==> config.mk <==
export PLATFORM = sky130hd
export DESIGN_NAME = crcr_engine
export DESIGN_NICKNAME = d
export VERILOG_FILES = /design/src/crcr_pkg.sv /design/src/crcr_engine.sv
export VERILOG_INCLUDE_DIRS = /design/src
export SDC_FILE = /design/constraint.sdc
export NUM_CORES = 1
export LEC_CHECK = 0
export BUFFER_PORTS_ARGS = -buffer_cell sky130_fd_sc_hd__buf_2
export CAP_MARGIN = 5
export CORE_UTILIZATION = 45
export CTS_CLUSTER_DIAMETER = 30
export DETAILED_ROUTE_END_ITERATION = 8
export GPL_TIMING_DRIVEN = 0
export PLACE_DENSITY = 0.62
export SLEW_MARGIN = 40
export SYNTH_ARGS = -nofsm -noshare
export SYNTH_HDL_FRONTEND = slang
export SYNTH_SLANG_ARGS = --single-unit
==> constraint.sdc <==
create_clock -name CORE_CLK -period 5.55 [get_ports CORE_CLK]
set_input_delay 0.8325 -clock CORE_CLK [delete_from_list [all_inputs] [get_ports CORE_CLK]]
set_output_delay 0.8325 -clock CORE_CLK [all_outputs]
set_load 0.05 [all_outputs]
==> src/crcr_defines.svh <==
/*
 * Register offsets, field positions, reset values and algorithm constants
 * of the reflected CRC-32 engine.
 * Assumes inclusion by bare name; definitions only.
 */
`ifndef CRCR_DEFINES_SVH
`define CRCR_DEFINES_SVH

// ****************************************************************
// Register map (special function register addresses)
// ****************************************************************
`define CRCR_ADDR_INPUT     8'hdd
`define CRCR_ADDR_RESULT    8'hde
`define CRCR_ADDR_CONTROL   8'hce

// ****************************************************************
// Control register fields
// ****************************************************************
`define CRCR_CTL_PTR_LSB    0
`define CRCR_CTL_PTR_MSB    1
`define CRCR_CTL_INIT_VAL   2
`define CRCR_CTL_INIT_GO    3

// ****************************************************************
// Reset values
// ****************************************************************
`define CRCR_RST_INPUT      8'h00
`define CRCR_RST_CONTROL    8'h00
`define CRCR_RST_ACC        32'h00000000

// ****************************************************************
// Algorithm constants
// ****************************************************************
`define CRCR_POLY_NORMAL    32'h04c11db7
`define CRCR_POLY_REFLECT   32'hedb88320
`define CRCR_INIT_ONES      32'hffffffff
`define CRCR_INIT_ZEROS     32'h00000000
`define CRCR_BITS_PER_BYTE  8

`endif

==> src/crcr_pkg.sv <==
/*
 * Types used by the reflected CRC-32 engine top; its byte FIFO uses none of them.
 * Assumes nothing beyond a SystemVerilog compiler.
 */
package crcr_pkg;

    // ****************************************************************
    // Register access carrier
    // ****************************************************************
    typedef struct packed {
        logic       wr;
        logic       rd;
        logic [7:0] addr;
        logic [7:0] wdata;
    } crcr_sfr_req_type;

    typedef enum logic [0:0] {
        CRCR_IDLE = 1'b0,
        CRCR_FOLD = 1'b1
    } crcr_state_type;

endpackage : crcr_pkg

==> src/crcr_engine.sv <==
/*
 * Reflected CRC-32 engine with special function register access, and
 * the small FIFO that queues written input bytes ahead of the folder.
 * Assumes a synchronous register port on CORE_CLK from the CPU core;
 * reads return data on the cycle after the strobe.
 */
//
// Behaviour
// - Compute a 32-bit CRC over written bytes with polynomial 04C11DB7.
// - Work in reflected form: input bytes and result bit-reversed.
// - XOR each byte into the low eight accumulator bits first.
// - Accumulator starts from selected initial value, all zeros or all ones.
// - Each bit step shifts right; XOR 0xEDB88320 when shifted-out bit one.
// - Exactly eight shift-and-XOR steps per input byte.
// - Each write to the input register folds that byte; register resets zero. Here an initialise write drops the byte then at the FIFO head, unfolded.
// - Result register accesses the accumulator byte chosen by the pointer.
`timescale 1ns/1ps
`include "crcr_defines.svh"

// ****************************************************************
// Byte FIFO
// ****************************************************************
module crcr_fifo #(
    parameter int WIDTH = 8,
    parameter int DEPTH = 4
) (
    input  wire logic             clk,
    input  wire logic             rst_n,
    input  wire logic             in_valid,
    output logic                  in_ready,
    input  wire logic [WIDTH-1:0] in_data,
    output logic                  out_valid,
    input  wire logic             out_ready,
    output logic      [WIDTH-1:0] out_data,
    output logic                  empty
);
    localparam int AW = $clog2(DEPTH);

    logic [WIDTH-1:0] mem_reg [DEPTH];
    logic [AW-1:0]    wptr_reg;
    logic [AW-1:0]    rptr_reg;
    logic [AW:0]      count_reg;
    logic             push;
    logic             pop;

    assign in_ready  = (count_reg != (AW+1)'(DEPTH));
    assign out_valid = (count_reg != '0);
    assign empty     = ~out_valid;
    assign push      = in_valid & in_ready;
    assign pop       = out_valid & out_ready;
    assign out_data  = mem_reg[rptr_reg];

    always_ff @(posedge clk) begin
        if (push) begin
            mem_reg[wptr_reg] <= in_data;
        end
    end

    always_ff @(posedge clk or negedge rst_n) begin
        if (!rst_n) begin
            wptr_reg  <= '0;
            rptr_reg  <= '0;
            count_reg <= '0;
        end else begin
            if (push) begin
                wptr_reg <= (wptr_reg == AW'(DEPTH-1)) ? '0 : wptr_reg + 1'b1;
            end
            if (pop) begin
                rptr_reg <= (rptr_reg == AW'(DEPTH-1)) ? '0 : rptr_reg + 1'b1;
            end
            count_reg <= count_reg + (AW+1)'(push) - (AW+1)'(pop);
        end
    end
endmodule : crcr_fifo

// ****************************************************************
// Engine top
// ****************************************************************
module crcr_engine #(
    parameter int FIFO_DEPTH = 4
) (
    input  wire logic       CORE_CLK,
    input  wire logic       RESET_N,
    input  wire logic       SFR_WR,
    input  wire logic       SFR_RD,
    input  wire logic [7:0] SFR_ADDR,
    input  wire logic [7:0] SFR_WDATA,
    output logic      [7:0] SFR_RDATA,
    output logic            SFR_HIT,
    output logic            SFR_READY,
    output logic            CRC_BUSY
);
    crcr_pkg::crcr_sfr_req_type req;
    crcr_pkg::crcr_state_type   state_reg;
    logic [31:0] acc_reg;
    logic [31:0] acc_next;
    logic [7:0]  input_reg;
    logic [7:0]  control_reg;
    logic [7:0]  rdata_reg;
    logic        in_ready;
    logic        fifo_valid;
    logic        fifo_empty;
    logic [7:0]  fifo_data;
    logic        wr_input;
    logic        wr_result;
    logic        wr_control;
    logic        rd_any;
    logic        idle;
    logic [1:0]  ptr;

    // Eight reflected shift steps on one byte, unrolled combinationally
    function automatic logic [31:0] fold_byte(input logic [31:0] acc,
                                              input logic [7:0]  data);
        logic [31:0] c;
        c = acc ^ {24'h000000, data};
        for (int i = 0; i < `CRCR_BITS_PER_BYTE; i++) begin
            c = c[0] ? ((c >> 1) ^ `CRCR_POLY_REFLECT) : (c >> 1);
        end
        return c;
    endfunction : fold_byte

    assign req        = '{wr: SFR_WR, rd: SFR_RD,
                          addr: SFR_ADDR, wdata: SFR_WDATA};
    assign idle       = fifo_empty & (state_reg == crcr_pkg::CRCR_IDLE);
    assign ptr        = control_reg[`CRCR_CTL_PTR_MSB:`CRCR_CTL_PTR_LSB];
    assign SFR_HIT    = (req.addr == `CRCR_ADDR_INPUT) |
                        (req.addr == `CRCR_ADDR_RESULT) |
                        (req.addr == `CRCR_ADDR_CONTROL);
    // Result register accesses wait until queued bytes are folded; control writes never wait
    assign SFR_READY  = (req.addr == `CRCR_ADDR_INPUT)  ? in_ready :
                        (req.addr == `CRCR_ADDR_RESULT) ? idle : 1'b1;
    assign wr_input   = req.wr & (req.addr == `CRCR_ADDR_INPUT) & in_ready;
    assign wr_result  = req.wr & (req.addr == `CRCR_ADDR_RESULT) & idle;
    assign wr_control = req.wr & (req.addr == `CRCR_ADDR_CONTROL);
    assign rd_any     = req.rd & SFR_READY;
    assign CRC_BUSY   = ~idle;
    assign SFR_RDATA  = rdata_reg;

    crcr_fifo #(
        .WIDTH (8),
        .DEPTH (FIFO_DEPTH)
    ) u_fifo (
        .clk       (CORE_CLK),
        .rst_n     (RESET_N),
        .in_valid  (wr_input),
        .in_ready  (in_ready),
        .in_data   (req.wdata),
        .out_valid (fifo_valid),
        .out_ready (1'b1),
        .out_data  (fifo_data),
        .empty     (fifo_empty)
    );

    // ****************************************************************
    // Input and control registers
    // ****************************************************************
    always_ff @(posedge CORE_CLK or negedge RESET_N) begin
        if (!RESET_N) begin
            input_reg <= `CRCR_RST_INPUT;
        end else if (wr_input) begin
            input_reg <= req.wdata;
        end
    end

    // Initialise strobe is self-clearing and never stored
    always_ff @(posedge CORE_CLK or negedge RESET_N) begin
        if (!RESET_N) begin
            control_reg <= `CRCR_RST_CONTROL;
        end else if (wr_control) begin
            control_reg <= req.wdata & ~(8'h01 << `CRCR_CTL_INIT_GO);
        end
    end

    // ****************************************************************
    // Accumulator
    // ****************************************************************
    always_comb begin
        acc_next = acc_reg;
        if (wr_control && req.wdata[`CRCR_CTL_INIT_GO]) begin
            acc_next = req.wdata[`CRCR_CTL_INIT_VAL] ?
                       `CRCR_INIT_ONES : `CRCR_INIT_ZEROS;
        end else if (fifo_valid) begin
            acc_next = fold_byte(acc_reg, fifo_data);
        end else if (wr_result) begin
            acc_next[8*ptr +: 8] = req.wdata;
        end
    end

    always_ff @(posedge CORE_CLK or negedge RESET_N) begin
        if (!RESET_N) begin
            acc_reg <= `CRCR_RST_ACC;
        end else begin
            acc_reg <= acc_next;
        end
    end

    // Folding takes one cycle per queued byte
    always_ff @(posedge CORE_CLK or negedge RESET_N) begin
        if (!RESET_N) begin
            state_reg <= crcr_pkg::CRCR_IDLE;
        end else begin
            state_reg <= fifo_valid ? crcr_pkg::CRCR_FOLD
                                    : crcr_pkg::CRCR_IDLE;
        end
    end

    // ****************************************************************
    // Read data
    // ****************************************************************
    always_ff @(posedge CORE_CLK or negedge RESET_N) begin
        if (!RESET_N) begin
            rdata_reg <= 8'h00;
        end else if (rd_any) begin
            unique case (req.addr)
                `CRCR_ADDR_INPUT:   rdata_reg <= input_reg;
                `CRCR_ADDR_RESULT:  rdata_reg <= acc_reg[8*ptr +: 8];
                `CRCR_ADDR_CONTROL: rdata_reg <= control_reg;
                default:            rdata_reg <= 8'h00;
            endcase
        end
    end
endmodule : crcr_engine

# Word level (Yosys, flattened, before mapping)
# Memories as Yosys holds them, arrays and structs flattened.
# Cells that the tools add are included.
[classes] bitwise=22 reduce_logical=3 n_shift=3 muxes=21 add_sub_neg=5 n_eq_ne=6
[op_table] op="2-to-1 mux 32 bit" n=12
[op_table] op="NOT 13 -> 14 bit" n=8
[op_table] op="negation 5 -> 34 bit" n=1
[op_table] op="variable shift 8 x 34 -> 32 bit (first input constant)" n=1
[op_table] op="indexed part select 8 x 34 -> 32 bit" n=1
[op_table] op="bitwise mux 32 bit" n=1
[op_table] op="indexed part select 32 x 6 -> 8 bit" n=1
[op_table] op="bitwise XOR 32 x 8 -> 32 bit" n=1
[op_table] op="equality test 8 bit (second input constant)" n=3
[op_table] op="case mux 8 bit (3 select lines)" n=1
[op_table] op="bitwise AND 1 bit" n=8
[op_table] op="nonzero test 3 bit" n=2
[op_table] op="2-to-1 mux 1 bit" n=5
[op_table] op="adder 2 x 1 -> 2 bit (second input constant)" n=2
[op_table] op="equality test 2 bit (second input constant)" n=2
[op_table] op="2-to-1 mux 2 bit" n=2
[op_table] op="adder 3 x 1 -> 3 bit" n=1
[op_table] op="inequality test 3 bit (second input constant)" n=1
[op_table] op="NOT 1 bit" n=3
[op_table] op="subtractor 3 x 1 -> 3 bit" n=1
[op_table] op="bitwise OR 1 bit" n=2
[op_table] op="logical AND 1 bit" n=1
[word_totals] word_cells=69 ram_bits=32 memories=1 inputBits=20 output_inout_bits=11 regBits=63
[memory_table] name="u_fifo.mem_reg" words=4 width=8 rd=1 rd_clocked_by_memory_dff=0 write_ports=1 line_no="crcr_engine.sv:39" rtl="logic [WIDTH-1:0] mem_reg [DEPTH];"

# Depth between registers and ports, before layout
# Gate-level depths: netlist of the first run.
# An unclocked memory read counts as a cell.
[logic_depth] ltp_word=20 ltp_mapped=10 depth_no_buf=9

# Hierarchy
# Synthesis of the first run repeated with hierarchy kept, for this count alone.
[unflattened] cells_unflattened=433 area_unflattened_um2=5637.9
[by_module_without_submodules] module="crcr_engine" instances=1 cells_per_inst=347 area_per_inst_um2=4008.8 seq_area_each_um2=1401.3
[by_module_without_submodules] module="crcr_fifo" instances=1 cells_per_inst=86 area_per_inst_um2=1629.1 seq_area_each_um2=1136.1

# Least setup slack after synthesis of the first run
# No wires, ideal clock.
[synth_path] path_kind="input-to-reg" from="in SFR_ADDR[5]" to="reg u_fifo.count_reg[2]" path_buffers=2 arrival_time_ps=2958 path_stages=10 setup_time_ps=123 required_ps=5427 setup_slack_ps=2469 path_cell_list="nand3b_1 -> nor4_1 -> and3_1 -> clkbuf_1 -> clkbuf_1 -> ha_1 -> inv_1 -> fa_1 -> xnor2_1 -> xnor2_1"
[synth_via] elab_chain_len=6
[synth_rtl] item="start, declared" line_no="crcr_engine.sv:86" rtl="input wire logic [7:0] SFR_ADDR,"
[synth_rtl] item="equality test 8 bit"
[synth_rtl] item="bitwise AND 1 bit (2 in series)" line_no="crcr_engine.sv:132" rtl="assign wr_input = req.wr & (req.addr == `CRCR_ADDR_INPUT) & in_ready;"
[synth_rtl] item="named net u_fifo.in_valid" line_no="crcr_engine.sv:29" rtl="input wire logic in_valid,"
[synth_rtl] item="bitwise AND 1 bit" line_no="crcr_engine.sv:49" rtl="assign push = in_valid & in_ready;"
[synth_rtl] item="adder 3 x 1 -> 3 bit" line_no="crcr_engine.sv:71" rtl="count_reg <= count_reg + (AW+1)'(push) - (AW+1)'(pop);"
[synth_rtl] item="subtractor 3 x 1 -> 3 bit" line_no="crcr_engine.sv:71"
[synth_rtl] item="end signal, assigned" line_no="crcr_engine.sv:71"
[synth_rtl] item="end, declared" line_no="crcr_engine.sv:42" rtl="logic [AW:0] count_reg;"
# The timed path passes the listed nets, and every way through them passes these cells.
# A chain may end at the register's enable or synchronous reset.

# Worst setup path in the final report of the first run
[layout_path] from="in SFR_ADDR[5]" to="out SFR_READY"
[layout_via] elab_chain_len=3 elab_cells_between_ends=4 cone_classes="2 x eq/ne; 2 x mux"
[layout_rtl] item="equality test 8 bit"
[layout_rtl] item="2-to-1 mux 1 bit" line_no="crcr_engine.sv:131" rtl="(req.addr == `CRCR_ADDR_RESULT) ? idle : 1'b1;"
[layout_rtl] item="2-to-1 mux 1 bit (*)" line_no="crcr_engine.sv:130" rtl="assign SFR_READY = (req.addr == `CRCR_ADDR_INPUT) ? in_ready :"
[layout_rtl] item="end, declared" line_no="crcr_engine.sv:90" rtl="output logic SFR_READY,"
# Mark *: on every way between the ends. The rest lies on a longest branch, timed or not.

==> metrics.md, run 1 <==
| Metric | Value |
|---|---|
| Ports | `31` |
| Maximum frequency from static timing analysis | `283.6 MHz` |
| Area contributors post-synth | `sky130_fd_sc_hd__dfrtp_1 (27%), sky130_fd_sc_hd__edfxtp_1 (17%), sky130_fd_sc_hd__xnor2_1 (6.2%)` |
| Type of the most critical hold path | `in -> async` |
| WL/cell | `22.65 um` |
| Minimum period implied by the final worst setup slack | `3.526 ns` |
| Quantity of I/O buffers inserted on ports | `30` |
| Number of H-tree levels | `3` |
| Die H | `115.4 um` |
| CTS sink cnt | `95` |
| Main combinational cell family by area after synthesis | `XOR/XNOR gates` |
| Area of the placeable core | `12570 um^2` |
| Chip Width | `115.4 um` |
| Final count of pins violating max slew | `0` |
| Dpl cell area | `6231 um^2` |
| Largest net degree at the start of global routing | `37` |
| CTS buffer count | `9` |
| Vias/cell | `5.986` |
| Max Cap Viol | `0` |
| Antenna violations before repair | `0` |
| Post-synthesis net count | `505` |
| Number of buffers on the longest clock path | `2` |
| Share of async-settable or async-resettable flops after synthesis | `66.32%` |
| Most instantiated library cell after synthesis | `sky130_fd_sc_hd__dfrtp_1` |
| Warning count from the yosys run | `0` |
| Clock root buffer | `sky130_fd_sc_hd__clkbuf_16` |
| Period Utilization, post-route | `63.53%` |
| Clock transition at the registers of the reported paths | `0.07 ns` |
| Total global routing overflow | `0` |
| Xor/xnor cell area share of the yosys netlist | `17.57%` |
| Number of synthesized register bits | `95` |
| Top cell by count, worst path | `sky130_fd_sc_hd__buf_2` |
| Run status | `complete, no violations` |
| Mapped Cells | `473` |
| Share of post-route cells with drive strength above 1 | `21.99%` |
| Setup Crit Path Kind | `in -> out` |
| Antenna fix cells | `0` |
| Post-layout instance area | `6534 um^2` |
| Half-perimeter wire length after detailed placement | `11.06 mm` |
| Total routed wirelength | `15.74 mm` |
| Total of hold buffers inserted after clock tree synthesis | `0` |
| Longest individual stage delay on the worst path | `0.47 ns` |
| Vias in the first global route | `4217` |
| First-pass iteration count of the detailed router | `5` |
| Mean area per synthesized cell | `12.24 um^2` |
| Proportion of synthesized chip area in sequential cells | `43.84%` |
| Worst slew pin tran | `0.8362 ns` |
| Ranking of synthesized cells by instance count | `sky130_fd_sc_hd__dfrtp_1 (63), sky130_fd_sc_hd__xnor2_1 (41), sky130_fd_sc_hd__nand2_1 (39)` |
| Vias after detailed routing | `4160` |
| Total negative slack for setup checks | `0 ns` |
| Post-synth EDFFs | `32` |
| Sort of element at the start of the critical path | `primary input` |
| Compound-Gate Fraction of Synth Area | `11.61%` |
| Share of synthesized area spent on multiplexers | `11.69%` |
| Wire length of the first global-routing pass | `24.13 mm` |
| Initial core utilization | `46.05%` |
| Floorplan die area | `13320 um^2` |
| Adder-Cell Fraction of Synth Area | `2.724%` |
| Final layout net count | `550` |
| RSZ-0062 raised after global routing | `false` |
| Buffers inserted during post-CTS setup optimization | `0` |
| Post-CTS resize count | `0` |
| Number of rows in the core area | `41` |
| Worst endpoint data arrival time | `2.69 ns` |
| Area overhead of the layout relative to synthesis | `12.88%` |
| Setup skew after layout | `0.01117 ns` |
| Number of design rule violations left after detail routing | `0` |
| Number of library cell types mapped by synthesis | `62` |
| Post-synth top area share | `27.24%` |
| Cell accounting for the most synthesized area | `sky130_fd_sc_hd__dfrtp_1` |
| Routability cong. | `0.9150` |
| Routed Antenna Nets | `0` |
| Hold Violations, Final | `0` |
| Clock latency at the later pin of the worst-skew pair | `0.35 ns` |
| Final Setup Violations | `0` |
| Synth Area in Simple Gates | `9.641%` |
| Largest fanout on the critical path | `10` |
| Synth Flop Type | `sky130_fd_sc_hd__dfrtp_1` |
| Clock tree from TritonCTS | `yes` |
| Kind of capture point of the worst setup path | `primary output` |
| Area of the mapped netlist | `5788 um^2` |
| Total routing resource utilization after global routing | `25.36%` |
| Critical-path cell with the highest stage delay | `sky130_fd_sc_hd__nor4_1` |
| Worst-case headroom to the max-slew limit | `44.25%` |
| CP required | `4.72 ns` |
| Critical path, cell by cell | `buf_2 > nand3b_1 > nor4_1 > clkbuf_1 > nand2_1 > a2bb2o_1 > buf_2` |
| Starting DRC count in detailed routing | `403` |
layout by cell type, fill, tap and decap left out, drive strengths merged, types with 8 or more instances in the layout:
| cell | count |
|---|---|
| a21oi | 17 |
| a221oi | 12 |
| a31oi | 8 |
| buf | 36 |
| clkbuf | 28 |
| dfrtp | 63 |
| edfxtp | 32 |
| ha | 11 |
| inv | 22 |
| mux2 | 21 |
| mux4 | 18 |
| nand2 | 39 |
| nor2 | 15 |
| nor2b | 9 |
| nor3 | 9 |
| o21ai | 22 |
| o22ai | 14 |
| xnor2 | 53 |
| xor2 | 18 |
metal layers:
| metal | wire length [um] | part of all wire [%] | vias up | global-route usage (%) |
|---|---|---|---|---|
| li1 | - | - | 1840 | - |
| met1 | 6598 | 42 | 2069 | 33.73 |
| met2 | 7211 | 46 | 210 | 38.84 |
| met3 | 1279 | 8.1 | 41 | 5.962 |
| met4 | 651 | 4.1 | 0 | 13.25 |
| met5 | 0 | 0 | - | 0 |
layout make-up:
| type | count | area [um^2] |
|---|---|---|
| fill | 1095 | 6035 |
| timing repair buffer | 34 | 187.7 |
| clock buffer | 10 | 229.0 |
| buffer | 20 | 93.84 |
| sequential | 95 | 2537 |
| tap | 172 | 215.2 |
| inverter | 20 | 75.07 |
| clock inverter | 6 | 65.06 |
| multi-input combinational | 338 | 3131 |
path summary, 6_finish.rpt:
kind / startpoint / endpoint / slack [ns] / depth (start not counted)
min in group CORE_CLK: SFR_RDATA[0] / SFR_RDATA[0] / 0.51 / 1
max in group asynchronous: RESET_N / acc_reg[3] / 4.60 / 2
setup reg to reg: u_fifo.count_reg[1] / u_fifo.count_reg[2] / 2.47 / 10
setup / recovery: SFR_ADDR[5] / SFR_READY / 2.02 / 7
hold / removal: RESET_N / control_reg[4] / 0.41 / 1
hold reg to reg: SFR_RDATA[0] / SFR_RDATA[0] / 0.51 / 1
logic make-up after synthesis:
kind of cell    count (synthesis)
simple gates                  108
compound gates                 98
flops                          95
xor+xnor                       79
mux                            41
buf+inv                        40
fa+ha+maj                      12
stage by stage:
step | worst slack, ns | cells | util, % | hold slack, ns
2_1_floorplan | 2.469 | 473 | - | 0.4793
3_3_place_gp | 1.944 | 675 | 48.96 | 0.4854
6_report | 2.024 | 695 | 51.99 | 0.4055
4_1_cts | 2.020 | 695 | 51.92 | 0.4172
5_1_grt | 1.829 | 695 | 51.99 | 0.4337
3_5_place_dp | 1.841 | 679 | 49.58 | 0.4926
worst max-delay path, delay by kind of cell:
kind            cells  cell delay, ns
simple gates        3            0.83
buf+inv             3            0.76
compound gates      1            0.27
Power of run 1 is not shown: default switching activity piles up to over one toggle a cycle in this logic, so the estimate is an artifact.
==> inputs of run 2 (changes only) <==
Settings changed: ABC_AREA from default to 1.
Clock period 5.55 ns to 3.54 ns, I/O delays scaled along.
==> run 2 against run 1 <==
Compared with the run above: cell area up 5.4%; routed wire length up 23%; die area up 6.5%; clock skew up 0.00059 ns; critical path depth up 3; synthesized cell count up 65%; utilization down 0.18 points; cell count up 44%; setup slack worse by 1.6 ns; area after synthesis up 6.6%; flip-flop and latch count unchanged; via count up 35%.
==> metrics.md, run 2 <==
| Metric | Value |
|---|---|
| Period Utilization, post-route | `87.58%` |
| Placed instance count | `988` |
| Worst-case headroom to the max-slew limit | `46.86%` |
| RSZ-0062 raised after global routing | `false` |
| Clock tree from TritonCTS | `yes` |
| WL/cell | `19.28 um` |
| Compound-Gate Fraction of Synth Area | `14.07%` |
| Vias after detailed routing | `5601` |
| Number of rows in the core area | `42` |
| Initial core utilization | `46.42%` |
| Total routed wirelength | `19.35 mm` |
| Starting DRC count in detailed routing | `512` |
| Total negative slack for setup checks | `0 ns` |
| Proportion of synthesized chip area in sequential cells | `41.11%` |
| First-pass iteration count of the detailed router | `5` |
| Filler cell count | `1275` |
| Hold Violations, Final | `0` |
| Half-perimeter wire length after detailed placement | `14.72 mm` |
| Setup skew after layout | `0.01176 ns` |
| Area overhead of the layout relative to synthesis | `11.60%` |
| Routed Antenna Nets | `0` |
| Number of buffers on the longest clock path | `2` |
| Total routing resource utilization after global routing | `28.67%` |
| Vias/cell | `5.579` |
| Max Cap Viol | `0` |
| CP required | `3.77 ns` |
| Xor/xnor cell area share of the yosys netlist | `4.237%` |
| Vias in the first global route | `5317` |
| Leading cell type in the layout, fill and taps excluded | `sky130_fd_sc_hd__nand2_1` |
| Warning count from the yosys run | `0` |
| Worst slew pin tran | `0.7941 ns` |
| Post-synthesis net count | `813` |
| Final count of pins violating max slew | `0` |
| Ports | `31` |
| Chip Width | `119.1 um` |
| Post-synth top area share | `25.54%` |
| Routability cong. | `0.9685` |
| Final layout net count | `855` |
| Maximum frequency from static timing analysis | `322.5 MHz` |
| Sort of element at the start of the critical path | `flop` |
| Antenna violations before repair | `0` |
| Top cell by count, worst path | `sky130_fd_sc_hd__clkbuf_1` |
| Number of H-tree levels | `3` |
| Setup Crit Path Kind | `reg -> reg` |
| Dpl cell area | `6569 um^2` |
| Largest fanout on the critical path | `11` |
| Clock transition at the registers of the reported paths | `0.08 ns` |
| Mean area per synthesized cell | `7.903 um^2` |
| Longest individual stage delay on the worst path | `0.48 ns` |
| CTS buffer count | `9` |
| Antenna fix cells | `0` |
| Area of the mapped netlist | `6172 um^2` |
| Buffering stage count on the worst path with inverters included | `6` |
| Adder-Cell Fraction of Synth Area | `2.554%` |
| Number of synthesized register bits | `95` |
| CTS sink cnt | `95` |
| Main combinational cell family by area after synthesis | `simple AND/OR/NAND/NOR gates` |
| Most frequent cells in the layout | `sky130_fd_sc_hd__nand2_1 (207), sky130_fd_sc_hd__inv_1 (67), sky130_fd_sc_hd__dfrtp_1 (63)` |
| Ranking of synthesized cells by instance count | `sky130_fd_sc_hd__nand2_1 (207), sky130_fd_sc_hd__inv_1 (67), sky130_fd_sc_hd__dfrtp_1 (63)` |
| Minimum period implied by the final worst setup slack | `3.100 ns` |
| Share of synthesized area spent on multiplexers | `0%` |
| Area of the placeable core | `13300 um^2` |
| Synth Flop Type | `sky130_fd_sc_hd__dfrtp_1` |
| Floorplan die area | `14190 um^2` |
| Total of hold buffers inserted after clock tree synthesis | `0` |
| Quantity of I/O buffers inserted on ports | `30` |
| Cell type group with the largest total delay on the critical path | `buffers and inverters` |
| Kind of capture point of the worst setup path | `flop` |
| Die H | `119.1 um` |
| Run status | `complete, no violations` |
| Worst endpoint data arrival time | `3.33 ns` |
| Clock root buffer | `sky130_fd_sc_hd__clkbuf_16` |
| Final standard cell count with taps included and fillers excluded | `1004` |
| Most instantiated library cell after synthesis | `sky130_fd_sc_hd__nand2_1` |
| Area contributors post-synth | `sky130_fd_sc_hd__dfrtp_1 (26%), sky130_fd_sc_hd__edfxtp_1 (16%), sky130_fd_sc_hd__nand2_1 (13%)` |
| Clock latency at the later pin of the worst-skew pair | `0.36 ns` |
| Final Setup Violations | `0` |
| Share of post-route cells with drive strength above 1 | `17.51%` |
| Number of design rule violations left after detail routing | `0` |
| Critical-path cell with the highest stage delay | `sky130_fd_sc_hd__clkbuf_1` |
| Post-synth EDFFs | `32` |
| Cell accounting for the most synthesized area | `sky130_fd_sc_hd__dfrtp_1` |
| Total global routing overflow | `0` |
| Final hold slack | `0.02949 ns` |
| Number of library cell types mapped by synthesis | `47` |
| Post-layout instance area | `6888 um^2` |
| Synth Area in Simple Gates | `31.02%` |
| Type of the most critical hold path | `in -> async` |
| Largest net degree at the start of global routing | `41` |
| Wire length of the first global-routing pass | `29.85 mm` |
| Post-CTS resize count | `0` |
| Buffers inserted during post-CTS setup optimization | `0` |
| Mapped Cells | `781` |
| Share of async-settable or async-resettable flops after synthesis | `66.32%` |
| Critical path, cell by cell | `clkbuf_1 > inv_1 > clkbuf_1 > ha_1 > clkbuf_1 > clkinv_1 > o21ai_2 > nand2_1 > inv_1 > a22oi_1` |
run 2: changes by cell type after synthesis, sizes merged, moves of 21 or more:
cell	before	now
nand2	39	250
o21ai	22	72
mux2	21	0
inv	19	80
nor2	15	52
nand3	7	73
xnor2	53	5
a21oi	17	64
run 2: final timing paths:
| kind | slack (ns) | to | from | cells after the start |
|---|---|---|---|---|
| max | 0.44 | acc_reg[3] | control_reg[0] | 10 |
| min | 0.03 | u_fifo.rptr_reg[0] | RESET_N | 1 |
| max reg2reg | 0.44 | acc_reg[3] | control_reg[0] | 10 |
| min reg2reg | 0.48 | input_reg[0] | input_reg[0] | 2 |
| max in group asynchronous | 3.00 | acc_reg[19] | RESET_N | 2 |
| min in group CORE_CLK | 0.47 | u_fifo.mem_reg[2][6] | SFR_WDATA[6] | 1 |
run 2: metrics by stage:
| stage | setup slack [ns] | utilization [%] |
|---|---|---|
| after floorplan | 1.061 | - |
| after global placement | 0.4502 | 49.21 |
| after detailed placement | 0.4163 | 49.41 |
| after CTS | 0.5246 | 51.81 |
| after global routing | 0.1584 | 51.81 |
| final | 0.4396 | 51.81 |
run 2: routing by layer:
metal	GRT usage (%)	part of all wire [%]	wire (um)
met1	39.31	44	8455
met2	44.84	46	8863
met4	10.05	2.8	534
met5	0	0	0
met3	5.939	7.8	1501
run 2: logic make-up after synthesis:
family	count (synthesis)
AO/OA/AOI/OAI	157
XOR/XNOR	26
adder cells (fa/ha/maj)	12
buffers and inverters	102
flip-flops	95
AND/OR/NAND/NOR	389
run 2: cell type report:
cell class                      instances  area (um^2)  share of cell area (%)
Multi-Input combinational cell        584         3202                   46.48
Sequential cell                        95         2537                   36.84
Inverter                               81        316.6                   4.596
Clock buffer                            9        225.2                   3.270
Tap cell                              176        220.2                   3.197
Timing Repair Buffer                   31        176.4                   2.561
Buffer                                 21        116.4                   1.689
Clock inverter                          7        93.84                   1.362
Power of run 2 is left out for the same reason.
==> inputs of run 3 (changes only) <==
Settings changed: GPL_TIMING_DRIVEN 0 to default.
==> run 3 against run 2 <==
Compared with the run above: routed wire length down 5.6%; critical path depth grew 6; largest cell class unchanged; die area did not move; via count is 1.1% lower; utilization shrank 0.53 points.
==> metrics.md, run 3 (synthesis results as in run 2) <==
| Metric | Value |
|---|---|
| Antenna fix cells | `0` |
| Type of the most critical hold path | `in -> async` |
| Initial core utilization | `46.42%` |
| Clock transition at the registers of the reported paths | `0.08 ns` |
| Number of buffers on the longest clock path | `2` |
| Die H | `119.1 um` |
| Number of cells traversed by the worst register-to-register path | `16` |
| Period Utilization, post-route | `73.87%` |
| Vias/cell | `5.592` |
| Half-perimeter wire length after detailed placement | `13.58 mm` |
| Vias in the first global route | `5210` |
| Total negative slack for setup checks | `0 ns` |
| CTS buffer count | `9` |
| Antenna violations before repair | `0` |
| Sort of element at the start of the critical path | `flop` |
| Quantity of I/O buffers inserted on ports | `30` |
| Final count of pins violating max slew | `0` |
| Wire length of the first global-routing pass | `28.91 mm` |
| Reg-to-reg startpoint | `u_fifo.rptr_reg[0]` |
| Run status | `complete, no violations` |
| Post-CTS resize count | `0` |
| Clock latency at the later pin of the worst-skew pair | `0.36 ns` |
| Clock root buffer | `sky130_fd_sc_hd__clkbuf_16` |
| Worst endpoint data arrival time | `2.89 ns` |
| Minimum period implied by the final worst setup slack | `2.615 ns` |
| Most frequent cells in the layout | `sky130_fd_sc_hd__nand2_1 (207), sky130_fd_sc_hd__inv_1 (67), sky130_fd_sc_hd__dfrtp_1 (63)` |
| Worst setup slack after layout | `0.9248 ns` |
| Starting DRC count in detailed routing | `665` |
| Worst-case headroom to the max-slew limit | `48.85%` |
| Leading cell type in the layout, fill and taps excluded | `sky130_fd_sc_hd__nand2_1` |
| Worst reg-to-reg setup slack | `0.92 ns` |
| Number of H-tree levels | `3` |
| Routability cong. | `0.9237` |
| Final layout net count | `842` |
| Largest net degree at the start of global routing | `48` |
| Setup Crit Path Kind | `reg -> reg` |
| Final Setup Violations | `0` |
| Maximum frequency from static timing analysis | `382.4 MHz` |
| Number of design rule violations left after detail routing | `0` |
| RSZ-0062 raised after global routing | `false` |
| Total routed wirelength | `18.26 mm` |
| Capture instance of the worst register-to-register path | `acc_reg[19]` |
| WL/cell | `18.43 um` |
| CTS sink cnt | `95` |
| Worst slew pin tran | `0.7644 ns` |
| CP required | `3.82 ns` |
| Filler cell count | `1280` |
| Vias after detailed routing | `5542` |
| Clock tree from TritonCTS | `yes` |
| Share of post-route cells with drive strength above 1 | `17.67%` |
| Sequential cell area | `2537 um^2` |
| Number of rows in the core area | `42` |
| Routed Antenna Nets | `0` |
| Setup skew after layout | `0.01160 ns` |
| Total global routing overflow | `0` |
| Area overhead of the layout relative to synthesis | `10.46%` |
| Kind of capture point of the worst setup path | `flop` |
| Total routing resource utilization after global routing | `27.15%` |
| Buffers inserted during post-CTS setup optimization | `0` |
| Ports | `31` |
| Max Cap Viol | `0` |
| First-pass iteration count of the detailed router | `5` |
| Total area of multi-input combinational cells | `3208 um^2` |
| Worst setup timing slack at the placement stage | `0.7429 ns` |
| Area of the placeable core | `13300 um^2` |
| Hold Violations, Final | `0` |
| Floorplan die area | `14190 um^2` |
| Total of hold buffers inserted after clock tree synthesis | `0` |
| Chip Width | `119.1 um` |
| Largest fanout on the critical path | `17` |
-- run 3: cell types whose count changed in the layout (fill, tap and decap cells not counted), sizes merged --
cell,before,now
buf,41,39
bufinv,1,0
clkbuf,20,10
clkinv,2,3
clkinvlp,1,0
-- run 3: through the flow --
step | std cells | hold slack (ns) | cell area, um^2 | utilization, %
4_1_cts | 991 | 0.2263 | 6818 | 51.28
2_1_floorplan | 781 | 0.2354 | 6172 | -
5_1_grt | 991 | 0.2486 | 6818 | 51.28
3_3_place_gp | 975 | 0.4551 | 6500 | 48.89
3_5_place_dp | 975 | 0.4628 | 6502 | 48.91
6_report | 991 | 0.1992 | 6818 | 51.28
-- run 3: metal layers --
| metal | track usage, % | vias to the layer above | part of all wire (%) |
|---|---|---|---|
| met2 | 41.28 | 247 | 45 |
| li1 | - | 2632 | - |
| met5 | 0 | - | 0 |
| met3 | 5.747 | 53 | 8.7 |
| met4 | 11.31 | 0 | 3.4 |
| met1 | 37.41 | 2610 | 43 |
-- run 3: worst max path at each step --
stage / slack (ns) / to / cells past startpoint / startpoint
5_1_grt: 0.71 / acc_reg[19] / 16 / u_fifo.rptr_reg[0]
3_3_place_gp: 0.83 / u_fifo.mem_reg[2][1] / 9 / SFR_ADDR[5]
2_1_floorplan: 1.06 / SFR_RDATA[7] / 9 / u_fifo.count_reg[1]
3_5_place_dp: 0.74 / u_fifo.mem_reg[2][5] / 9 / SFR_ADDR[5]
6_report: 0.92 / acc_reg[19] / 16 / u_fifo.rptr_reg[0]
4_1_cts: 0.90 / SFR_READY / 7 / u_fifo.count_reg[1]
-- run 3: final cells by class --
class                      count  share of cell area (%)
tap                          176                   3.230
timing repair buffer          39                   3.230
sequential                    95                   37.22
clock inverter                 6                  0.9543
clock buffer                  10                   3.670
inverter                      81                   4.643
multi-input combinational    584                   47.05
-- run 3: worst max-delay path, cell delays in order (launching register included) --
cell and delay (ns):
sky130_fd_sc_hd__dfrtp_1 0.64, sky130_fd_sc_hd__inv_6 0.15, sky130_fd_sc_hd__nand2_1 0.10, sky130_fd_sc_hd__nand3_1 0.13, sky130_fd_sc_hd__nand2_1 0.13, sky130_fd_sc_hd__nand2_1 0.09
sky130_fd_sc_hd__nand2_4 0.18, sky130_fd_sc_hd__nand2_4 0.08, sky130_fd_sc_hd__nand2_4 0.12, sky130_fd_sc_hd__nand2_1 0.10, sky130_fd_sc_hd__nand2_2 0.13, sky130_fd_sc_hd__nand2_1 0.09
sky130_fd_sc_hd__nand3_1 0.07, sky130_fd_sc_hd__nand3_1 0.18, sky130_fd_sc_hd__nand2_1 0.13, sky130_fd_sc_hd__nand2_1 0.05, sky130_fd_sc_hd__a21oi_1 0.14
Power of run 3 is left out for the same reason.
